`src/hw/gstb_pkg.sv`:
```
// package: constants and carriers for the general strobe port
package gstb_pkg;
  // ---------------------------------------------------------------
  // isa addresses and indices
  // ---------------------------------------------------------------
  localparam logic [9:0] INDEX_PORT_ADDR = 10'h3e0;
  localparam logic [9:0] DATA_PORT_ADDR = 10'h3e1;
  localparam logic [7:0] SOCK_A_EXT_IDX_REG = 8'h2e;
  localparam logic [7:0] SOCK_A_EXT_DATA_REG = 8'h2f;
  localparam logic [7:0] SOCK_B_EXT_IDX_REG = 8'h6e;
  localparam logic [7:0] SOCK_B_EXT_DATA_REG = 8'h6f;
  localparam logic [7:0] EXT_PORT_DATA_IDX = 8'h0a;
  localparam logic [7:0] STROBE_CTRL_IDX = 8'h0b;
  // ---------------------------------------------------------------
  // control field positions and reset values
  // ---------------------------------------------------------------
  localparam int CTRL_ACT_HIGH_BIT = 5;
  localparam int CTRL_ON_WRITE_BIT = 4;
  localparam int CTRL_ON_READ_BIT = 3;
  localparam int CTRL_TOTEM_BIT = 2;
  localparam logic [7:0] CTRL_WRITABLE_MASK = 8'h3c;
  localparam logic [7:0] CTRL_RESET = 8'h00;
  localparam logic [7:0] DATA_RESET = 8'h00;
  localparam logic [7:0] INDEX_RESET = 8'h00;
  // ---------------------------------------------------------------
  // carriers
  // ---------------------------------------------------------------
  typedef struct packed {
    logic [9:0] addr;
    logic [7:0] wdata;
    logic ior_n;
    logic iow_n;
    logic aen;
  } gstb_isa_t;
  typedef struct packed {
    logic out;
    logic oe;
    logic pullup_en;
  } gstb_pin_t;
  typedef enum logic [1:0] {
    GSTB_IDLE = 2'b01,
    GSTB_BUSY = 2'b10
  } gstb_cyc_t;
endpackage

```
`src/hw/gstb_port.sv`:
```
// module: two-socket general strobe port with shadowed external data
//
// Summary of operation
// - each socket has a strobe control register at extended index 0bh
// - extended index written at 2e/6e selects the register seen at 2f/6f
// - control bit 5 selects active-high strobe, default active-low
// - bit 4 strobes for the whole iow low time on matching data writes
// - bit 3 strobes for the whole ior low time on matching data reads
// - pin is open-collector unless bit 2 makes it totem-pole
// - unconfigured pin is an input with pull-up unless disabled
// - write-strobe pin reads return the internal shadow
// - write-strobe mode writes update latch and shadow
// - read-strobe mode writes update shadow, reads return external data
// - strobes work in suspend but are blocked in super-suspend
// - strobe is combinational; shadow writes only when not suspended
`timescale 1ns/1ps
module gstb_port
(
  // clock and reset
  input wire logic core_clk_i,
  input wire logic sys_rst_i,
  // isa bus, already synchronous to core_clk_i except the commands
  input wire logic [9:0] isa_addr_i,
  input wire logic [7:0] isa_wdata_i,
  input wire logic isa_ior_n_i,
  input wire logic isa_iow_n_i,
  input wire logic isa_aen_i,
  output logic [7:0] isa_rdata_o,
  output logic isa_rdata_oe_o,
  // external data bus seen through the read buffer
  input wire logic [7:0] ext_rdata_i,
  // power state and pull-up control
  input wire logic suspend_i,
  input wire logic [1:0] pullup_dis_i,
  // strobe pins, socket a then b
  input wire logic socket_a_strobe_i,
  input wire logic socket_b_strobe_i,
  output logic socket_a_strobe_o,
  output logic socket_a_strobe_oe_o,
  output logic socket_a_pullup_o,
  output logic socket_b_strobe_o,
  output logic socket_b_strobe_oe_o,
  output logic socket_b_pullup_o,
  // sampled level of the strobe pins
  output logic [1:0] strobe_pin_level_o
);
  // ---------------------------------------------------------------
  // helpers
  // ---------------------------------------------------------------
  function automatic logic [7:0] gstb_ext_reg(input logic s);
    return s ? gstb_pkg::SOCK_B_EXT_DATA_REG : gstb_pkg::SOCK_A_EXT_DATA_REG;
  endfunction

  function automatic logic [7:0] gstb_idx_reg(input logic s);
    return s ? gstb_pkg::SOCK_B_EXT_IDX_REG : gstb_pkg::SOCK_A_EXT_IDX_REG;
  endfunction

  // ---------------------------------------------------------------
  // command and pin synchronisers; commands used only for clocked register updates, pins only for strobe_pin_level_o
  // ---------------------------------------------------------------
  logic [1:0] ior_sync_reg;
  logic [1:0] iow_sync_reg;
  logic [1:0] pin_a_sync_reg;
  logic [1:0] pin_b_sync_reg;
  logic iow_prev_reg;
  always_ff @(posedge core_clk_i or posedge sys_rst_i)
  begin
    if (sys_rst_i)
    begin
      ior_sync_reg <= 2'h3;
      iow_sync_reg <= 2'h3;
      iow_prev_reg <= 1'b1;
      pin_a_sync_reg <= 2'h3;
      pin_b_sync_reg <= 2'h3;
    end
    else
    begin
      ior_sync_reg <= {ior_sync_reg[0], isa_ior_n_i};
      iow_sync_reg <= {iow_sync_reg[0], isa_iow_n_i};
      iow_prev_reg <= iow_sync_reg[1];
      pin_a_sync_reg <= {pin_a_sync_reg[0], socket_a_strobe_i};
      pin_b_sync_reg <= {pin_b_sync_reg[0], socket_b_strobe_i};
    end
  end
  assign strobe_pin_level_o = {pin_b_sync_reg[1], pin_a_sync_reg[1]};

  // commit on the rising edge of the write command, address still held
  logic wr_commit;
  assign wr_commit = iow_sync_reg[1] & ~iow_prev_reg & ~isa_aen_i;

  // ---------------------------------------------------------------
  // index and register state
  // ---------------------------------------------------------------
  logic [7:0] main_index_reg;
  logic [7:0] ext_index_reg [2];
  logic [7:0] ctrl_reg [2];
  logic [7:0] shadow_reg [2];
  logic at_index_port;
  logic at_data_port;
  assign at_index_port = isa_addr_i == gstb_pkg::INDEX_PORT_ADDR;
  assign at_data_port = isa_addr_i == gstb_pkg::DATA_PORT_ADDR;

  always_ff @(posedge core_clk_i or posedge sys_rst_i)
  begin
    if (sys_rst_i)
      main_index_reg <= gstb_pkg::INDEX_RESET;
    else if (wr_commit && at_index_port)
      main_index_reg <= isa_wdata_i;
  end

  // per-socket decode of the current data port cycle
  logic [1:0] sel_ext;
  logic [1:0] sel_data;
  logic [1:0] sel_ctrl;
  always_comb
  begin
    for (int s = 0; s < 2; s++)
    begin
      sel_ext[s] = at_data_port && main_index_reg == gstb_ext_reg(1'(s));
      sel_data[s] = sel_ext[s] && ext_index_reg[s] == gstb_pkg::EXT_PORT_DATA_IDX;
      sel_ctrl[s] = sel_ext[s] && ext_index_reg[s] == gstb_pkg::STROBE_CTRL_IDX;
    end
  end

  for (genvar g = 0; g < 2; g++)
  begin : g_sock
    always_ff @(posedge core_clk_i or posedge sys_rst_i)
    begin
      if (sys_rst_i)
        ext_index_reg[g] <= gstb_pkg::INDEX_RESET;
      else if (wr_commit && at_data_port && main_index_reg == gstb_idx_reg(1'(g)))
        ext_index_reg[g] <= isa_wdata_i;
    end
    // strobe control, reserved bits kept zero
    always_ff @(posedge core_clk_i or posedge sys_rst_i)
    begin
      if (sys_rst_i)
        ctrl_reg[g] <= gstb_pkg::CTRL_RESET;
      else if (wr_commit && sel_ctrl[g])
        ctrl_reg[g] <= isa_wdata_i & gstb_pkg::CTRL_WRITABLE_MASK;
    end
    // shadow only while clock is active
    always_ff @(posedge core_clk_i or posedge sys_rst_i)
    begin
      if (sys_rst_i)
        shadow_reg[g] <= gstb_pkg::DATA_RESET;
      else if (wr_commit && sel_data[g] && !suspend_i)
        shadow_reg[g] <= isa_wdata_i;
    end
  end

  // ---------------------------------------------------------------
  // strobe generation, direct from the isa commands
  // ---------------------------------------------------------------
  logic [1:0] strobe_act;
  logic [1:0] strobe_lvl;
  logic [1:0] strobe_oe;
  logic [1:0] strobe_pu;
  logic super_suspend;
  // super-suspend is suspend with aen high
  assign super_suspend = suspend_i & isa_aen_i;
  always_comb
  begin
    for (int s = 0; s < 2; s++)
    begin
      // strobe follows command; no clock in path
      strobe_act[s] = sel_data[s] && !super_suspend && !isa_aen_i &&
        ((ctrl_reg[s][gstb_pkg::CTRL_ON_WRITE_BIT] && !isa_iow_n_i) ||
         (ctrl_reg[s][gstb_pkg::CTRL_ON_READ_BIT] && !isa_ior_n_i));
      strobe_lvl[s] = strobe_act[s] ~^ ctrl_reg[s][gstb_pkg::CTRL_ACT_HIGH_BIT];
      // open-collector drives only the low level
      strobe_oe[s] = (ctrl_reg[s][gstb_pkg::CTRL_ON_WRITE_BIT] ||
                      ctrl_reg[s][gstb_pkg::CTRL_ON_READ_BIT]) &&
                     (ctrl_reg[s][gstb_pkg::CTRL_TOTEM_BIT] || !strobe_lvl[s]);
      // pull-up only as a reserved input
      strobe_pu[s] = !ctrl_reg[s][gstb_pkg::CTRL_ON_WRITE_BIT] &&
                     !ctrl_reg[s][gstb_pkg::CTRL_ON_READ_BIT] && !pullup_dis_i[s];
    end
  end
  assign socket_a_strobe_o = strobe_lvl[0];
  assign socket_b_strobe_o = strobe_lvl[1];
  assign socket_a_strobe_oe_o = strobe_oe[0];
  assign socket_b_strobe_oe_o = strobe_oe[1];
  assign socket_a_pullup_o = strobe_pu[0];
  assign socket_b_pullup_o = strobe_pu[1];

  // ---------------------------------------------------------------
  // readback mux; isa read data is a bus answer, drive only while ior low
  // ---------------------------------------------------------------
  always_comb
  begin
    isa_rdata_o = 8'h00;
    isa_rdata_oe_o = 1'b0;
    if (!isa_ior_n_i && !isa_aen_i)
    begin
      if (at_index_port)
      begin
        isa_rdata_o = main_index_reg;
        isa_rdata_oe_o = 1'b1;
      end
      for (int s = 0; s < 2; s++)
      begin
        if (at_data_port && main_index_reg == gstb_idx_reg(1'(s)))
        begin
          isa_rdata_o = ext_index_reg[s];
          isa_rdata_oe_o = 1'b1;
        end
        if (sel_ctrl[s])
        begin
          isa_rdata_o = ctrl_reg[s];
          isa_rdata_oe_o = 1'b1;
        end
        if (sel_data[s])
        begin
          isa_rdata_oe_o = 1'b1;
          // write-strobe reads give shadow; else external
          if (ctrl_reg[s][gstb_pkg::CTRL_ON_WRITE_BIT])
            isa_rdata_o = shadow_reg[s];
          else
            isa_rdata_o = ext_rdata_i;
        end
      end
    end
  end

  // ---------------------------------------------------------------
  // checks
  // ---------------------------------------------------------------
  ctrl_reserved_a: assert property (@(posedge core_clk_i) disable iff (sys_rst_i)
    ((ctrl_reg[0] | ctrl_reg[1]) & ~gstb_pkg::CTRL_WRITABLE_MASK) == 8'h00)
    else $error("reserved control bits set");
  ctrl_write_a: assert property (@(posedge core_clk_i) disable iff (sys_rst_i)
    (wr_commit && sel_ctrl[1]) |=>
    ctrl_reg[1] == ($past(isa_wdata_i) & gstb_pkg::CTRL_WRITABLE_MASK))
    else $error("control write lost");
  ext_index_a: assert property (@(posedge core_clk_i) disable iff (sys_rst_i)
    (wr_commit && at_data_port && main_index_reg == gstb_pkg::SOCK_A_EXT_IDX_REG) |=>
    ext_index_reg[0] == $past(isa_wdata_i))
    else $error("extended index write lost");
  idle_level_a: assert property (@(posedge core_clk_i) disable iff (sys_rst_i)
    !strobe_act[0] |-> socket_a_strobe_o == !ctrl_reg[0][gstb_pkg::CTRL_ACT_HIGH_BIT])
    else $error("strobe a idle level wrong");
  idle_level_b_a: assert property (@(posedge core_clk_i) disable iff (sys_rst_i)
    !strobe_act[1] |-> socket_b_strobe_o == !ctrl_reg[1][gstb_pkg::CTRL_ACT_HIGH_BIT])
    else $error("strobe b idle level wrong");
  write_strobe_a: assert property (@(posedge core_clk_i) disable iff (sys_rst_i)
    (sel_data[0] && ctrl_reg[0][gstb_pkg::CTRL_ON_WRITE_BIT] && !isa_iow_n_i && !isa_aen_i)
    |-> socket_a_strobe_o == ctrl_reg[0][gstb_pkg::CTRL_ACT_HIGH_BIT])
    else $error("write strobe missing");
  read_strobe_a: assert property (@(posedge core_clk_i) disable iff (sys_rst_i)
    (sel_data[1] && ctrl_reg[1][gstb_pkg::CTRL_ON_READ_BIT] && !isa_ior_n_i && !isa_aen_i)
    |-> socket_b_strobe_o == ctrl_reg[1][gstb_pkg::CTRL_ACT_HIGH_BIT])
    else $error("read strobe missing");
  strobe_quiet_a: assert property (@(posedge core_clk_i) disable iff (sys_rst_i)
    (isa_iow_n_i && isa_ior_n_i) |-> !strobe_act[0] && !strobe_act[1])
    else $error("strobe without command");
  open_coll_a: assert property (@(posedge core_clk_i) disable iff (sys_rst_i)
    (!ctrl_reg[1][gstb_pkg::CTRL_TOTEM_BIT] && socket_b_strobe_oe_o) |-> !socket_b_strobe_o)
    else $error("open collector drove high");
  totem_drive_a: assert property (@(posedge core_clk_i) disable iff (sys_rst_i)
    (ctrl_reg[0][gstb_pkg::CTRL_TOTEM_BIT] && ctrl_reg[0][gstb_pkg::CTRL_ON_WRITE_BIT])
    |-> socket_a_strobe_oe_o)
    else $error("totem-pole output not driven");
  pullup_off_a: assert property (@(posedge core_clk_i) disable iff (sys_rst_i)
    (ctrl_reg[0][gstb_pkg::CTRL_ON_WRITE_BIT] || ctrl_reg[0][gstb_pkg::CTRL_ON_READ_BIT] ||
     pullup_dis_i[0]) |-> !socket_a_pullup_o)
    else $error("pull-up a left on");
  pullup_b_off_a: assert property (@(posedge core_clk_i) disable iff (sys_rst_i)
    (ctrl_reg[1][gstb_pkg::CTRL_ON_WRITE_BIT] || ctrl_reg[1][gstb_pkg::CTRL_ON_READ_BIT] ||
     pullup_dis_i[1]) |-> !socket_b_pullup_o)
    else $error("pull-up b left on");
  pullup_on_a: assert property (@(posedge core_clk_i) disable iff (sys_rst_i)
    (!ctrl_reg[0][gstb_pkg::CTRL_ON_WRITE_BIT] && !ctrl_reg[0][gstb_pkg::CTRL_ON_READ_BIT] &&
     !pullup_dis_i[0]) |-> socket_a_pullup_o)
    else $error("pull-up a missing");
  shadow_read_a: assert property (@(posedge core_clk_i) disable iff (sys_rst_i)
    (sel_data[0] && ctrl_reg[0][gstb_pkg::CTRL_ON_WRITE_BIT] && !isa_ior_n_i && !isa_aen_i)
    |-> isa_rdata_o == shadow_reg[0])
    else $error("shadow not returned");
  shadow_write_a: assert property (@(posedge core_clk_i) disable iff (sys_rst_i)
    (wr_commit && sel_data[0] && !suspend_i) |=> shadow_reg[0] == $past(isa_wdata_i))
    else $error("shadow a write lost");
  shadow_rd_mode_a: assert property (@(posedge core_clk_i) disable iff (sys_rst_i)
    (wr_commit && sel_data[1] && !suspend_i) |=> shadow_reg[1] == $past(isa_wdata_i))
    else $error("shadow b write lost");
  ext_read_a: assert property (@(posedge core_clk_i) disable iff (sys_rst_i)
    (sel_data[1] && !ctrl_reg[1][gstb_pkg::CTRL_ON_WRITE_BIT] && !isa_ior_n_i && !isa_aen_i)
    |-> isa_rdata_o == ext_rdata_i)
    else $error("external data not returned");
  super_block_a: assert property (@(posedge core_clk_i) disable iff (sys_rst_i)
    (suspend_i && isa_aen_i) |->
    socket_a_strobe_o == !ctrl_reg[0][gstb_pkg::CTRL_ACT_HIGH_BIT] &&
    socket_b_strobe_o == !ctrl_reg[1][gstb_pkg::CTRL_ACT_HIGH_BIT])
    else $error("strobe in super-suspend");
  suspend_strobe_a: assert property (@(posedge core_clk_i) disable iff (sys_rst_i)
    (suspend_i && !isa_aen_i && sel_data[1] && !isa_ior_n_i &&
     ctrl_reg[1][gstb_pkg::CTRL_ON_READ_BIT])
    |-> socket_b_strobe_o == ctrl_reg[1][gstb_pkg::CTRL_ACT_HIGH_BIT])
    else $error("strobe lost in suspend");
  shadow_hold_a: assert property (@(posedge core_clk_i) disable iff (sys_rst_i)
    suspend_i |=> $stable(shadow_reg[0]) && $stable(shadow_reg[1]))
    else $error("shadow written in suspend");
  index_write_a: assert property (@(posedge core_clk_i) disable iff (sys_rst_i)
    (wr_commit && at_index_port) |=> main_index_reg == $past(isa_wdata_i))
    else $error("main index write lost");
  index_read_a: assert property (@(posedge core_clk_i) disable iff (sys_rst_i)
    (at_index_port && !isa_ior_n_i && !isa_aen_i) |->
    isa_rdata_oe_o && isa_rdata_o == main_index_reg)
    else $error("main index not returned");
  rdata_quiet_a: assert property (@(posedge core_clk_i) disable iff (sys_rst_i)
    isa_ior_n_i |-> !isa_rdata_oe_o)
    else $error("read data driven without read");
endmodule

```
`config.mk`:
```
export PLATFORM = sky130hd
export DESIGN_NAME = gstb_port
export DESIGN_NICKNAME = d
export VERILOG_FILES = /design/src/hw/gstb_pkg.sv /design/src/hw/gstb_port.sv
export SDC_FILE = /design/constraint.sdc
export NUM_CORES = 1
export LEC_CHECK = 0
export BUFFER_PORTS_ARGS = -buffer_cell sky130_fd_sc_hd__buf_2
export CORE_MARGIN = 8
export CORE_UTILIZATION = 25
export DETAILED_ROUTE_END_ITERATION = 12
export PLACE_DENSITY_LB_ADDON = 0.25
export SYNTH_ARGS = -nofsm -noshare
export SYNTH_HDL_FRONTEND = slang
export SYNTH_SLANG_ARGS = --single-unit
```
`constraint.sdc`:
```
create_clock -name core_clk_i -period 3.98 [get_ports core_clk_i]
set_clock_uncertainty 0.2 [all_clocks]
set_input_delay 0.796 -clock core_clk_i [delete_from_list [all_inputs] [get_ports core_clk_i]]
set_output_delay 0.796 -clock core_clk_i [all_outputs]
set_load 0.01 [all_outputs]
```
* Word-level counts from Yosys, hierarchy flattened
Index checks and enable logic that the tools add are counted.
** Operators by class
- Equal/unequal tests :: 10
- Mux-type cells :: 18
- Bitwise logic cells :: 7
- Reduce and logical (&&, ||, !) cells :: 54
** Operator list (number)
- 8-bit 2-to-1 mux :: 10
- 1-bit logical AND :: 35
- 8-bit by 4-bit equality test with 1-bit output (second input constant) :: 4
- 10-bit equality test (second input constant) :: 2
- 8-bit by 6-bit equality test with 1-bit output (second input constant) :: 2
- 8-bit by 7-bit equality test with 1-bit output (second input constant) :: 2
- 1-bit zero test :: 13
- 1-bit 2-to-1 mux :: 8
- 1-bit logical OR :: 6
- 1-bit AND :: 3
- 1-bit inverter :: 2
- 1-bit XNOR :: 2
** Storage, ports and cells
- Register bits :: 55
- Bits of input ports :: 36
- Logic and storage cells :: 100

* Depth between registers and ports, before layout
Gate-level depths: netlist of the first run.
- Word-level depth :: 10
- Mapped depth :: 8
- Mapped depth without buffers :: 6

* Least setup slack after synthesis of the first run
Ideal clock, no wire load.
- Path kind :: input to output
- Start point :: input port isa_addr_i[3]
- End point :: output port isa_rdata_o[2]
- Arrival time :: 2.655 ns
- Required time :: 2.984 ns
- Path slack :: 0.329 ns
- Cell stages on the path :: 6
- Buffers on the path :: 1
- Cells stage by stage :: or2_1 > or3_1 > buf_6 > nor4b_4 > a221oi_1 > a2111oi_1
** On the way
- Cells in the longest elaborated chain, start to end :: 9
- Elaborated cells between the ends (all ways) :: 18
- Those cells by class :: eq/ne: 2; mux: 8; reduce/logical: 8
** Ends and longest elaborated chain
- from (decl) :: RTL line gstb_port.sv:23 : input wire logic [9:0] isa_addr_i,
- 10-bit equality test, on equally long branches :: RTL line gstb_port.sv:100, gstb_port.sv:101
- 8-bit 2-to-1 mux, or another cell as far along :: RTL line gstb_port.sv:196 : if (at_index_port)
- 8-bit 2-to-1 mux / 1-bit logical AND (equally long branches) :: RTL line gstb_port.sv:203, gstb_port.sv:121
- 8-bit 2-to-1 mux :: RTL line gstb_port.sv:208 : if (sel_ctrl[s])
- 8-bit 2-to-1 mux :: RTL line gstb_port.sv:213 : if (sel_data[s])
- 8-bit 2-to-1 mux :: RTL line gstb_port.sv:203 : if (at_data_port && main_index_reg == gstb_idx_reg(1'(s)))
- 8-bit 2-to-1 mux :: RTL line gstb_port.sv:208
- 8-bit 2-to-1 mux (*) :: RTL line gstb_port.sv:213
- 8-bit 2-to-1 mux (*) :: RTL line gstb_port.sv:194 : if (!isa_ior_n_i && !isa_aen_i)
- to (decl) :: RTL line gstb_port.sv:28 : output logic [7:0] isa_rdata_o,
Every way passes the cells marked *; elsewhere a longest branch is shown, timed or not.

* Final worst setup path of the first run
- Start point :: input port isa_addr_i[3]
- End point :: output port isa_rdata_o[1]
Same word-level chain as after synthesis.

==> impl_results.md, run 1 <==
- Drt total wl: 8660 um
- Sink Count: 55
- Post-route antenna net violation count: 0
- Fin util: 30.5%
- Critical path type: in -> out
- DIE AREA: 0.0157 mm^2
- Crit end category: output pin
- Largest net degree at the start of global routing: 51
- Worst ir drop on vdd: 0.149 mV
- Worst path arrival time: 2.84 ns
- Cell mode on critical path: buf_2
- Number of synthesized flops with an enable pin: 0
- N_diodes: 0
- I/O Buffers: 52
- Post-route setup slack: 0.143 ns
- Post-Synthesis Cells: 257
- CTS Buffer Depth: 2
- RSZ-0062 raised after global routing: false
- Routed vias: 2331
- Slowest CP cell: or3_1
- CTS tree: yes
- Worst-path fanout max: 9
- Final Setup Violations: 0
- Grt total ovfl: 0
- Slowest stage delay, CP: 0.49 ns
- Max Fclk: 261 MHz
- Sequential fraction of the synthesis area: 46.4%
- CTS root buf: clkbuf_16
- Vias in the first global route: 2493
- Routability cong.: 0.872
- Top_reg_cell synth: dfrtp_1
- First-pass GRT wire length: 14100 um
- Num rows: 40
- DR iter-0 viols: 111
- Initial antenna violation count: 0
- CTS buffer count: 5
- Core area: 0.0119 mm^2
- Setup TNS: 0 ns
- Synth Register Bits: 55
- Gr usage total: 11.4%
- Final Hold Viols: 0
- CP cell instances: buf_2 > or2_1 > or3_1 > nor4b_4 > buf_4 > mux2_4 > o221ai_2 > a21oi_1 > buf_2
- WL per Instance: 18.6 um
- Mapped Area: 0.00299 mm^2
- Share of cells above drive strength 1: 45.6%
- Post-Syn Area per Cell: 11.6 um^2
- Post CTS Setup Buffer Count: 0
- Synthesized Nets: 293
- Commonest non-fill, non-tap cell in the layout: mux2_2
- Max Slew Vio Count: 0
- Most frequent cells in the layout: 54 x mux2_2, 52 x buf_2, 48 x dfrtp_1
- Vias per inst: 5.01
- Hpwl dp: 6810 um
- P_leak: 0.00162 uW
- # nets final: 353
- Final Cycle Share: 96.4%
- DRC viols: 0
- Worst Hold Class: reg -> reg
- Slew margin rel.: 29.6%
- Pre-CTS WS: 0.134 ns
- Startpoint Class: input port
- WP data required: 2.98 ns
- H-tree lvl count: 2
- Async SR Flop Fraction: 100%
- Cell Pwr Density: 292 mW/mm^2
- Area grow syn2layout: 21.1%
- Worst-path clk slew: 0.07 ns
- Die Width: 125 um
- Initial Util: 25.2%
- Status: finished, final reports clean
- Fin crit period: 3.84 ns
- Die height: 125 um
- Clk_lat worst skew: 0.29 ns
- Max cap viols: 0
- Top Ports: 53
- Synth cell types: 52
- YS warnings: 0
- TritonRoute pass-1 iters: 4
- Slew of the pin with the lowest slew margin: 1.05 ns
==> power breakdown <==
group	internal (uW)	switching, uW
Combinational	24.1	39.9
Sequential	565	1.53
Clock	233	193
Total	822	234
==> synthesized netlist by cell type (2+ instances only) <==
cell,n,share of area [%]
buf_2,2,0.34
nor3b_1,2,0.50
buf_4,3,0.75
a2111oi_1,3,1.0
nand4b_1,2,0.59
nor2b_1,4,0.84
o211ai_1,2,0.50
nor2_1,12,1.5
a21o_1,2,0.50
nand4_1,3,0.63
nor4b_1,2,0.59
mux2i_1,8,2.7
or2_1,2,0.42
nand4bb_1,2,0.75
a22o_1,3,0.88
dfrtp_1,48,40
a221oi_1,5,1.5
or3_1,3,0.63
clkbuf_1,5,0.63
a211oi_1,2,0.50
nand3_1,2,0.34
o21ai_0,4,0.67
mux2_2,54,20
a22oi_1,2,0.50
o22ai_1,6,1.3
a21oi_1,10,1.7
nor4_1,4,0.84
nor3_1,4,0.67
inv_1,7,0.88
or4_1,2,0.50
nand2_1,18,2.3
a2111oi_0,2,0.59
dfstp_2,7,6.2
xnor2_1,2,0.59
==> worst paths after layout <==
path                       cells past startpoint         startpoint           endpoint  slack [ns]
max                                            9      isa_addr_i[3]     isa_rdata_o[1]        0.14
max in group asynchronous                      3          sys_rst_i  pin_a_sync_reg[1]        2.28
min                                            0  pin_a_sync_reg[0]  pin_a_sync_reg[1]        0.16
max reg2reg                                    5  main_index_reg[0]       ctrl_reg[11]        1.23
min in group asynchronous                      2          sys_rst_i      shadow_reg[1]        0.57
min reg2reg                                    0  pin_a_sync_reg[0]  pin_a_sync_reg[1]        0.16
==> routing by layer <==
metal,global-route usage (%),routed length (um),vias to the layer above
met5,0,0,-
met4,2.58,125,0
met3,2.85,537,9
met2,18.7,4060,69
met1,14.8,3940,1162
li1,-,-,1091
==> area by class of cell <==
class | count | area (um^2)
Clock inverter | 2 | 12.5
Sequential cell | 55 | 1390
Inverter | 7 | 26.3
Clock buffer | 6 | 129
Tap cell | 147 | 184
Timing Repair Buffer | 65 | 358
Fill cell | 1221 | 8250
Multi-Input combinational cell | 183 | 1520
==> logic make-up after synthesis <==
| family | count (synthesis) | share of synthesized area, % |
|---|---|---|
| buf+inv | 19 | 3.10 |
| mux | 63 | 23.5 |
| xor+xnor | 2 | 0.587 |
| simple gates | 72 | 15.2 |
| compound gates | 46 | 11.2 |
| flops | 55 | 46.4 |
==> stage by stage <==
step                      area, um^2  hold WS (ns)  std cells  power [uW]
after detailed placement        3460         0.147        457         644
final                           3620         0.156        465        1060
after floorplan                 2990         0.145        257         602
after CTS                       3600         0.158        465        1070
after global routing            3620         0.160        465        1110
after global placement          3460         0.148        457         643
==> repair_timing <==
action / CTS / global route
hold buffers: 0 / 0
setup endpoints to repair: 0 / 2
resized for setup: 0 / 3
==> worst max-delay path, delay by kind of cell <==
family / cells / cell delay (ns)
mux: 1 / 0.31
simple gates: 3 / 1.01
buf+inv: 3 / 0.46
compound gates: 2 / 0.25
No activity file was read; power rests on OpenSTA's default activity.
==> run 2: changes to the inputs <==
==> constraint.sdc (replaced) <==
create_clock -name core_clk_i -period 3.98 [get_ports core_clk_i]
set_clock_uncertainty 0.2 [all_clocks]
set_input_delay 0.995 -clock core_clk_i [delete_from_list [all_inputs] [get_ports core_clk_i]]
set_output_delay 0.995 -clock core_clk_i [all_outputs]
set_load 0.01 [all_outputs]
==> run 2 against run 1 <==
The flow now finishes with violations (setup timing); non-clock buffer count grew 30; power grew 4.8%; routed wire length grew 9.2%; combinational power grew 14%; core utilization grew 4.0 points; maximum frequency shrank 7.1%; worst hold slack gained 0.0017 ns; sequential power is essentially flat; register-to-register slack lost 0.04 ns.
==> impl_results.md, run 2 (same netlist as run 1, synthesis figures left out) <==
- Status: complete, but fails checks (was finished, final reports clean)
- Failing checks: setup timing
- I/O Buffers: 52 (unchanged)
- # fillers: 1174 (was 1221)
- Critical path type: in -> out (unchanged)
- Crit end category: output pin (unchanged)
- Worst Hold Class: reg -> reg (unchanged)
- Routability cong.: 0.818 (was 0.872)
- Max Fclk: 242 MHz (was 261 MHz)
- TritonRoute pass-1 iters: 5 (was 4)
- Switching portion of total power: 23.2% (was 22.2%)
- DRC viols: 0 (unchanged)
- Gate power share: 6.6% (was 6.1%)
- Top Ports: 53 (unchanged)
- Vias per inst: 4.98 (was 5.01)
- Largest net degree at the start of global routing: 34 (was 51)
- WL per Instance: 19.1 um (was 18.6 um)
- Gr usage total: 11.9% (was 11.4%)
- Slew margin rel.: 54.7% (was 29.6%)
- N_diodes: 0 (unchanged)
- Routed vias: 2464 (was 2331)
- Min Hold Slack: 0.158 ns (was 0.156 ns)
- CTS root buf: clkbuf_16 (unchanged)
- Share of cells above drive strength 1: 57.5% (was 45.6%)
- Fin crit period: 4.13 ns (was 3.84 ns)
- Grt total ovfl: 0 (unchanged)
- Post-route setup slack: -0.149 ns (was 0.143 ns)
- Num rows: 40 (unchanged)
- P_leak: 0.00183 uW (was 0.00162 uW)
- WP data required: 2.78 ns (was 2.98 ns)
- # nets final: 383 (was 353)
- Int Pwr: 850 uW (was 822 uW)
- Finished Layout Cells: 495 (was 465)
- Die height: 125 um (unchanged)
- Placed instance count: 472 (was 457)
- Initial antenna violation count: 0 (unchanged)
- RSZ-0062 raised after global routing: true (was false)
- Commonest non-fill, non-tap cell in the layout: mux2_2 (unchanged)
- Vias in the first global route: 2626 (was 2493)
- Clock share of power: 42.2% (was 40.3%)
- Worst-path clk slew: 0.08 ns (was 0.07 ns)
- Sink Count: 55 (unchanged)
- Post-route antenna net violation count: 0 (unchanged)
- Max cap viols: 0 (unchanged)
- Final Setup Violations: 10 (was 0)
- Area of the multi-input gates: 0.00171 mm^2 (was 0.00152 mm^2)
- Startpoint Class: input port (unchanged)
- Drt total wl: 9450 um (was 8660 um)
- Area grow syn2layout: 36.8% (was 21.1%)
- Worst path arrival time: 2.93 ns (was 2.84 ns)
- Cell Pwr Density: 271 mW/mm^2 (was 292 mW/mm^2)
- Sw Pwr: 257 uW (was 234 uW)
- DIE AREA: 0.0157 mm^2 (unchanged)
- Most frequent cells in the layout: 54 x mux2_2, 50 x buf_2, 48 x dfrtp_1 (was 54 x mux2_2, 52 x buf_2, 48 x dfrtp_1)
- Final Hold Viols: 0 (unchanged)
- Hpwl dp: 7230 um (was 6810 um)
- Initial Util: 25.2% (unchanged)
- Core area: 0.0119 mm^2 (unchanged)
- Die Width: 125 um (unchanged)
- CTS tree: yes (unchanged)
- Slew of the pin with the lowest slew margin: 0.679 ns (was 1.05 ns)
- CTS Buffer Depth: 2 (unchanged)
- First-pass GRT wire length: 14800 um (was 14100 um)
- Max Slew Vio Count: 0 (unchanged)
- Worst-path fanout max: 7 (was 9)
- Worst ir drop on vdd: 0.167 mV (was 0.149 mV)
- H-tree lvl count: 2 (unchanged)
- Register area: 0.00139 mm^2 (unchanged)
- Clk_lat worst skew: 0.29 ns (about the same)
- CTS buffer count: 5 (unchanged)
- Final Cycle Share: 104% (was 96.4%)
- Share of power burned in registers: 51.2% (was 53.7%)
- DR iter-0 viols: 125 (was 111)
[run 2: timing repair]
action | 4_1_cts | 5_1_grt
resized for setup | 26 | 15
hold buffers | 0 | 0
setup endpoints to repair | 11 | 13
buffers inserted | 10 | 6
hold endpoints to repair | 0 | 0
pin swaps | 9 | 14
[run 2: path summary, 6_finish.rpt]
path                                   start               to  cells after the start  slack [ns]
max                            isa_addr_i[2]   isa_rdata_o[1]                      9       -0.15
min                          iow_sync_reg[0]  iow_sync_reg[1]                      0        0.16
max reg2reg                ext_index_reg[13]   shadow_reg[15]                      5        1.19
min reg2reg                  iow_sync_reg[0]  iow_sync_reg[1]                      0        0.16
max in group asynchronous          sys_rst_i     ctrl_reg[13]                      3        2.25
min in group asynchronous          sys_rst_i    shadow_reg[5]                      2        0.60
[run 2: final cells by class]
| class | instances | share of cell area [%] |
|---|---|---|
| Multi-Input combinational cell | 183 | 41.9 |
| Sequential cell | 55 | 33.9 |
| Timing Repair Buffer | 95 | 15.2 |
| Tap cell | 147 | 4.50 |
| Clock buffer | 6 | 3.40 |
| Inverter | 7 | 0.643 |
| Clock inverter | 2 | 0.490 |
[run 2: critical path: stages]
cell and delay, ns:
buf_6 0.09, or2_4 0.24, or3_4 0.42, nor4b_4 0.29
buf_6 0.18, mux2_4 0.31, o221ai_2 0.14, a21oi_2 0.09
buf_2 0.17
[run 2: metal layers]
metal / track usage [%] / share of wire [%] / routed length [um]
met3: 2.38 / 3.7 / 352
met5: 0 / 0 / 0
met4: 2.36 / 1.0 / 98
met2: 20.0 / 49 / 4610
met1: 15.6 / 46 / 4400
[run 2: power groups by stage]
stage               sequential (uW)  combinational (uW)  clock [uW]
detailed placement              577                69.4           0
CTS                             566                73.2         482
global placement                577                68.5           0
finish                          566                73.2         467
global route                    567                81.5         504
floorplan                       577                25.8           0
[run 2: through the flow]
stage               setup WS, ns  instance area (um^2)  power, uW  TNS [ns]  util [%]
floorplan                 0.0193                  3000        603         0         -
global placement          -0.230                  3590        646     -1.55      30.3
detailed placement        -0.239                  3590        647     -1.75      30.3
CTS                       -0.160                  3940       1120    -0.702      33.2
global route              -0.229                  4090       1150     -1.73      34.5
finish                    -0.149                  4090       1110    -0.861      34.5
